--- src/hdl/dma_reload_params.svh ---
`ifndef DMA_RELOAD_PARAMS_SVH
`define DMA_RELOAD_PARAMS_SVH
`define RELOAD_UNITS      3'd4
`define ADDR_RST          32'h0000_0000
`define COUNT_RST         32'h0000_0000
`define SIZE_BYTE_STEP    32'h0000_0001
`define SIZE_WORD_STEP    32'h0000_0002
`define SIZE_LONG_STEP    32'h0000_0004
`endif

--- src/hdl/dma_reload_pkg.sv ---
package dma_reload_pkg;
    typedef enum logic [1:0] {SZ_BYTE, SZ_WORD, SZ_LONG} xfer_size_t;
    typedef enum logic [1:0] {AM_FIXED, AM_INC, AM_DEC} addr_mode_t;
    typedef struct packed {
        logic       master_transfer_enable;
        logic       channel_transfer_enable;
        logic       end_interrupt_enable;
        logic       reload_enable;
        logic       burst_mode;
        xfer_size_t size;
        addr_mode_t src_mode;
        addr_mode_t dst_mode;
    } channel_cfg_t;
    typedef struct packed {
        logic        valid;
        logic [31:0] src;
        logic [31:0] dst;
    } bus_cycle_t;
endpackage

--- src/hdl/dma_source_address_reload.sv ---
`timescale 1ns/10ps
`include "dma_reload_params.svh"
// Overview of operation
// - With reload on, source address restored to start after every four units.
// - Byte units with increment advance source and destination by one.
// - Burst mode keeps bus granted between consecutive units.
// - With reload on, halt after fourth unit and drop bus request.
// - With reload off, continue past fourth unit, keep bus in burst mode, keep advancing.
// - Destination follows its own mode regardless of reload.
// - End interrupt only at count zero with enable set.
// - Clear requester flag at each reload halt and at transfer end, not after other units when reload off.
// - Count decrements by one after every unit.
// - Reload counter cleared by disables, end, nonmaskable, address error, reset, standby.
// - Reload works the same for 8, 16 and 32 bit units.
module dma_source_address_reload
    import dma_reload_pkg::*;
(
    // Clock and reset
    input  wire logic         clock_i,
    input  wire logic         sys_rst_i,
    // Configuration
    input  wire channel_cfg_t cfg_i,
    input  wire logic         standby_i,
    input  wire logic         nonmaskable_event_flag_i,
    input  wire logic         address_error_flag_i,
    // Register writes
    input  wire logic         src_wr_i,
    input  wire logic         dst_wr_i,
    input  wire logic         cnt_wr_i,
    input  wire logic [31:0]  wdata_i,
    // Requester
    input  wire logic         req_i,
    output logic              req_flag_clear_o,
    // Bus
    output logic              bus_req_o,
    input  wire logic         bus_grant_i,
    input  wire logic         unit_done_i,
    output bus_cycle_t        cycle_o,
    // Status
    output logic [31:0]       source_address_reg_o,
    output logic [31:0]       destination_address_reg_o,
    output logic [31:0]       transfer_count_reg_o,
    output logic              transfer_end_flag_o,
    output logic              end_irq_o
);
    logic [31:0] src_q, dst_q, cnt_q, src_start_q;
    logic [2:0]  units_q;
    logic        active_q, te_q, clr_q;
    logic        run_en, unit_ok, last_unit, reload_hit, counter_clr, te_set;

    function automatic logic [31:0] step_addr(input logic [31:0] a, input addr_mode_t m, input xfer_size_t s);
        logic [31:0] st;
        st = (s == SZ_LONG) ? `SIZE_LONG_STEP : (s == SZ_WORD) ? `SIZE_WORD_STEP : `SIZE_BYTE_STEP;
        unique case (m)
            AM_INC:  step_addr = a + st;
            AM_DEC:  step_addr = a - st;
            default: step_addr = a;
        endcase
    endfunction

    assign run_en     = cfg_i.master_transfer_enable & cfg_i.channel_transfer_enable & ~te_q
                        & ~nonmaskable_event_flag_i & ~address_error_flag_i & ~standby_i;
    assign unit_ok    = active_q & bus_grant_i & unit_done_i;
    assign last_unit  = cnt_q == 32'h0000_0001;
    assign reload_hit = unit_ok & cfg_i.reload_enable & (units_q == `RELOAD_UNITS - 3'd1);
    assign te_set     = unit_ok & last_unit;
    assign counter_clr = ~cfg_i.master_transfer_enable | ~cfg_i.channel_transfer_enable | te_set | te_q
                         | nonmaskable_event_flag_i | address_error_flag_i | standby_i;

    always_ff @(posedge clock_i)
    begin
        if (sys_rst_i)
            src_start_q <= `ADDR_RST;
        else if (src_wr_i)
            src_start_q <= wdata_i;
    end

    always_ff @(posedge clock_i)
    begin
        if (sys_rst_i)
            src_q <= `ADDR_RST;
        else if (src_wr_i)
            src_q <= wdata_i;
        else if (reload_hit)
            src_q <= src_start_q;
        else if (unit_ok)
            src_q <= step_addr(src_q, cfg_i.src_mode, cfg_i.size);
    end

    always_ff @(posedge clock_i)
    begin
        if (sys_rst_i)
            dst_q <= `ADDR_RST;
        else if (dst_wr_i)
            dst_q <= wdata_i;
        else if (unit_ok)
            dst_q <= step_addr(dst_q, cfg_i.dst_mode, cfg_i.size);
    end

    always_ff @(posedge clock_i)
    begin
        if (sys_rst_i)
            cnt_q <= `COUNT_RST;
        else if (cnt_wr_i)
            cnt_q <= wdata_i;
        else if (unit_ok)
            cnt_q <= cnt_q - 32'h0000_0001;
    end

    always_ff @(posedge clock_i)
    begin
        if (sys_rst_i || counter_clr || reload_hit)
            units_q <= 3'd0;
        else if (unit_ok)
            units_q <= units_q + 3'd1;
    end

    // end flag, cleared while the channel transfer enable is off
    always_ff @(posedge clock_i)
    begin
        if (sys_rst_i)
            te_q <= 1'b0;
        else if (te_set)
            te_q <= 1'b1;
        else if (~cfg_i.channel_transfer_enable)
            te_q <= 1'b0;
    end

    always_ff @(posedge clock_i)
    begin
        if (sys_rst_i)
            active_q <= 1'b0;
        else if (~run_en || te_set || reload_hit)
            active_q <= 1'b0;
        else if (unit_ok && !cfg_i.burst_mode)
            active_q <= 1'b0;
        else if (req_i && cnt_q != 32'h0000_0000)
            active_q <= 1'b1;
    end

    always_ff @(posedge clock_i)
    begin
        if (sys_rst_i)
            clr_q <= 1'b0;
        else
            clr_q <= reload_hit | te_set;
    end

    assign bus_req_o                 = active_q;
    assign req_flag_clear_o          = clr_q;
    assign cycle_o                   = '{valid: active_q & bus_grant_i, src: src_q, dst: dst_q};
    assign source_address_reg_o      = src_q;
    assign destination_address_reg_o = dst_q;
    assign transfer_count_reg_o      = cnt_q;
    assign transfer_end_flag_o       = te_q;
    assign end_irq_o                 = te_q & cfg_i.end_interrupt_enable;

    property p_reload_src;
        @(posedge clock_i) disable iff (sys_rst_i) reload_hit && !src_wr_i |=> src_q == $past(src_start_q);
    endproperty
    a_reload_src: assert property (p_reload_src) else $error("source not reloaded");
    property p_byte_inc;
        @(posedge clock_i) disable iff (sys_rst_i)
            unit_ok && !reload_hit && !src_wr_i && cfg_i.size == SZ_BYTE && cfg_i.src_mode == AM_INC
            |=> src_q == $past(src_q) + 32'h0000_0001;
    endproperty
    a_byte_inc: assert property (p_byte_inc) else $error("byte step wrong");
    property p_burst_keep;
        @(posedge clock_i) disable iff (sys_rst_i)
            unit_ok && cfg_i.burst_mode && !reload_hit && !te_set && run_en |=> bus_req_o;
    endproperty
    a_burst_keep: assert property (p_burst_keep) else $error("burst lost bus");
    property p_halt;
        @(posedge clock_i) disable iff (sys_rst_i) reload_hit |=> !bus_req_o;
    endproperty
    a_halt: assert property (p_halt) else $error("no halt at reload");
    // Fourth unit with reload off keeps the bus and keeps counting
    property p_no_reload_off;
        @(posedge clock_i) disable iff (sys_rst_i)
            !cfg_i.reload_enable && cfg_i.burst_mode && unit_ok && units_q == 3'd3 && !te_set && run_en
            |=> bus_req_o && units_q == 3'd4;
    endproperty
    a_no_reload_off: assert property (p_no_reload_off) else $error("reload while off");
    property p_irq;
        @(posedge clock_i) disable iff (sys_rst_i) te_set && cfg_i.end_interrupt_enable |=> end_irq_o;
    endproperty
    a_irq: assert property (p_irq) else $error("end interrupt missing");
    property p_irq_halt;
        @(posedge clock_i) disable iff (sys_rst_i) reload_hit && !te_set |=> !end_irq_o;
    endproperty
    a_irq_halt: assert property (p_irq_halt) else $error("interrupt at reload halt");
    property p_flag_clr;
        @(posedge clock_i) disable iff (sys_rst_i) reload_hit |=> req_flag_clear_o;
    endproperty
    a_flag_clr: assert property (p_flag_clr) else $error("flag not cleared");
    property p_no_clr_off;
        @(posedge clock_i) disable iff (sys_rst_i)
            !cfg_i.reload_enable && unit_ok && !last_unit |=> !req_flag_clear_o;
    endproperty
    a_no_clr_off: assert property (p_no_clr_off) else $error("flag cleared with reload off");
    property p_count;
        @(posedge clock_i) disable iff (sys_rst_i) unit_ok && !cnt_wr_i |=> cnt_q == $past(cnt_q) - 32'h0000_0001;
    endproperty
    a_count: assert property (p_count) else $error("count not decremented");
    property p_ctr_clr;
        @(posedge clock_i) disable iff (sys_rst_i)
            counter_clr && !unit_ok && !src_wr_i && !dst_wr_i && !cnt_wr_i
            |=> units_q == 3'd0 && src_q == $past(src_q) && dst_q == $past(dst_q) && cnt_q == $past(cnt_q);
    endproperty
    a_ctr_clr: assert property (p_ctr_clr) else $error("unit counter not cleared");
    property p_end;
        @(posedge clock_i) disable iff (sys_rst_i) te_set |=> transfer_end_flag_o && !bus_req_o;
    endproperty
    a_end: assert property (p_end) else $error("end not flagged");
    c_reload: cover property (@(posedge clock_i) reload_hit);
    c_halt_src: cover property (@(posedge clock_i)
        active_q && (standby_i || nonmaskable_event_flag_i || address_error_flag_i));
    c_end: cover property (@(posedge clock_i) te_set && end_irq_o == 1'b0 ##1 end_irq_o);
    c_off_fifth: cover property (@(posedge clock_i) unit_ok && !cfg_i.reload_enable && units_q == 3'd4);
endmodule

--- config.mk ---
export PLATFORM = sky130hd
export DESIGN_NAME = dma_source_address_reload
export DESIGN_NICKNAME = d
export VERILOG_FILES = /design/src/hdl/dma_reload_pkg.sv /design/src/hdl/dma_source_address_reload.sv
export VERILOG_INCLUDE_DIRS = /design/src /design/src/hdl
export SDC_FILE = /design/constraint.sdc
export NUM_CORES = 1
export LEC_CHECK = 0
export BUFFER_PORTS_ARGS = -buffer_cell sky130_fd_sc_hd__buf_2
export CAP_MARGIN = 20
export CORE_MARGIN = 2
export CORE_UTILIZATION = 56
export DETAILED_ROUTE_END_ITERATION = 8
export PLACE_DENSITY = 0.82
export SLEW_MARGIN = 20
export SYNTH_ARGS = -nofsm -noshare
export SYNTH_HDL_FRONTEND = slang
export SYNTH_SLANG_ARGS = --single-unit
export TNS_END_PERCENT = 10
--- constraint.sdc ---
create_clock -name clock_i -period 4.9 [get_ports clock_i]
set_input_delay 0.735 -clock clock_i [delete_from_list [all_inputs] [get_ports clock_i]]
set_output_delay 0.735 -clock clock_i [all_outputs]
set_load 0.02 [all_outputs]
==> impl_metrics.toml <==
[power]
ir_worst_vdd_mv = 0.264
p_per_area_nw_per_um2 = 313
combinationalPowerShare_pct = 23.6
p_clk_share_pct = 41.6
seqPwrFrac_pct = 34.8
internal_power_mw = 2.46
power_switching_mw = 1.10
p_leak_nw = 5.55
swShare_pct = 30.9

[worst_setup_path]
endpoint_kind = "register"
start_kind = "input pin"
cp_cell_sequence = "buf_2, nor2b_2, buf_4, ha_1, nand4_1, a2111oi_2, o311ai_2, a21o_1, a21boi_1, o2111ai_1, a21boi_1, mux2_2, a311oi_1"
worstSetupPathType = "in2reg"
cp_slowest_stage_delay_ns = 0.44
critPathArrivalTime_ns = 3.95
crit_buf_inv = 2
cp_max_fo = 30
cp_common_cell = "a21boi_1"
crit_family = "compound AO/OA/AOI/OAI gates"
cp_slowest_cell = "a2111oi_2"
required_ns = 5.23

[die]
rows = 48
die_x_um = 137
die_y_um = 137
initial_core_util_pct = 57.4
fp.coreArea_um2 = 17300
ioPinCount = 219
dieArea_um2 = 18800

[synth]
synth_area_leaders = "dfxtp_1 27%, ha_1 9.1%, a21oi_1 7.2%, nor2_1 5.7%, buf_4 4.9%"
post-synth-top-count-cell = "nor2_1"
synthCells = 1270
ys_ff_latch = 134
yosys.area.top_type_share_pct = 27.0
synthDistinctLibCells = 83
seq_area_frac_synth_pct = 27.0
synthFlopType = "dfxtp_1"
ys_warn_count = 0
synth.largest_area_cell = "dfxtp_1"
avgSynthCellArea_um2 = 7.82
syn_area_um2 = 9930
synthArstFlopShare_pct = 0
synth_fp_nets = 1398
yosys-top-cells-count = "150 x nor2_1, 142 x a21oi_1, 134 x dfxtp_1"
synth_edf_count = 0

[finish]
seq_area_um2 = 2680
multi_input_area_um2 = 6400
diodes = 0
fin_nets = 1521
area_growth_syn_to_layout_pct = 14.6
final_cells = 1631
drive_above_1_share_pct = 21.7
nFillCells = 1502

[hold_path]
hold_class = "reg2reg"

[placement]
io_buffers = 218
place_inst = 1599
dp_hpwl_mm = 20.7
gp_congestion = 0.932

[cts]
cts.sinks = 134
cts_buffer_depth = 2
numCtsBuffers = 17
cts.htree.levels = 4
tritoncts = "built"
root_buffer = "clkbuf_16"
hold_buffers = 0
cts_resized = 0
clk_latency_ns = 0.43
path_clk_slew_ns = 0.06
cts_setup_buffers = 0

[global_route]
grt_usage_pct = 30.0
antenna_found_initial = 0
grt_max_degree = 91
grt_pass1_vias = 8756
gr-total-overflow = 0
grt_pass1_wl_mm = 44.6

[sta]
rsz0062_at_grt = "false"
fin_crit_sh_pct = 73.9
slew_headroom_pct = 28.1
hold_viol_final = 0
fin_worst_skew_ns = 0.0102
max_slew.worst_pin.slew_ns = 1.08
whs_ns = 0.467
setup_tns_ns = 0
fmax_ghz = 0.276
drv_slew = 0
fin_crit_ns = 3.62
finalSetupViolCount = 0

[drt]
avgViaCountPerCell = 5.95
wirelength_mm = 28.7
drt_pre_antenna_iters = 5
num_vias = 9704
postRouteAntennaNets = 0
wl_per_cell_um = 17.6
drc = 0
drtIter0Drc = 752

[run]
max-cap-violations = 0

[status]
status = "complete, no violations"
-- sequential cells by signal, summed over array words and instances (netlist names) --
name                       count
bus_req_o                      1
destination_address_reg_o     32
req_flag_clear_o               1
source_address_reg_o          32
src_start_q                   32
transfer_count_reg_o          32
transfer_end_flag_o            1
units_q                        3
-- path summary, 6_finish.rpt --
path                                                    from                       endpoint  slack [ns]  depth (start not counted)
worst min register to register                src_start_q[7]                 src_start_q[7]        0.47                          2
worst max register to register  destination_address_reg_o[0]  destination_address_reg_o[20]        1.78                         12
worst max-delay path                                cfg_i[1]  destination_address_reg_o[19]        1.28                         13
worst min-delay path                          src_start_q[7]                 src_start_q[7]        0.47                          2
-- final cells by class --
cell class / count / area share, %
clock buffers: 24 / 4.49
clock inverters: 8 / 1.45
inverters: 34 / 1.12
multi-input cells: 972 / 56.2
flip-flops and latches: 134 / 23.6
well taps: 225 / 2.47
repair buffers: 234 / 10.7
-- per-stage QoR --
step / worst slack, ns / power [mW] / instance area (µm²) / util [%]
floorplan: 0.637 / 1.88 / 9930 / -
global placement: 0.961 / 2.07 / 10700 / 61.9
detailed placement: 0.909 / 2.09 / 10700 / 61.9
CTS: 1.33 / 3.56 / 11400 / 65.8
global route: 1.03 / 3.71 / 11400 / 65.8
finish: 1.28 / 3.56 / 11400 / 65.8
-- cell families (layout without fill, tap and decap cells) --
logic type	Yosys count	after routing	synth area share, %
buf+inv	164	300	8.67
simple gates	398	398	19.3
compound gates	392	392	25.6
fa+ha+maj	74	74	9.47
flops	134	134	27.0
xor+xnor	74	74	6.52
mux	34	34	3.44
-- layer usage --
layer	wire, µm	global-route usage [%]
met1	13000	41.0
met2	13300	48.6
met3	1950	5.59
met4	442	8.30
met5	0	0
-- worst register-to-register path, cell delays in order (launching register included) --
cell and delay, ns:
dfxtp_1 0.36, inv_1 0.06, ha_1 0.23, fa_1 0.39
nor2b_1 0.20, o31ai_1 0.12, a31oi_1 0.37, a41oi_1 0.24
o21ai_0 0.37, a21oi_1 0.14, xnor2_1 0.21, nand2_1 0.08
a221oi_1 0.25
-- layout by cell type, fill, tap and decap left out, types with 13 or more instances in the layout --
cell,count
buf_2,217
nor2_1,149
a21oi_1,142
dfxtp_1,134
nand2_1,107
ha_1,72
o21ai_0,59
a21o_1,44
xnor2_1,40
xor2_1,34
mux2i_1,33
inv_1,32
o211ai_1,25
a211oi_1,23
nor3_1,21
nand3_1,19
a221oi_1,18
clkbuf_16,17
buf_4,17
a31oi_1,13
-- power groups by stage --
stage / clock network, mW / logic [mW] / registers [mW]
final: 1.48 / 0.840 / 1.24
after global routing: 1.54 / 0.921 / 1.25
after CTS: 1.50 / 0.833 / 1.24
after detailed placement: 0 / 0.826 / 1.26
after global placement: 0 / 0.817 / 1.26
after floorplan: 0 / 0.576 / 1.31
No activity file was read; power rests on OpenSTA's default activity.
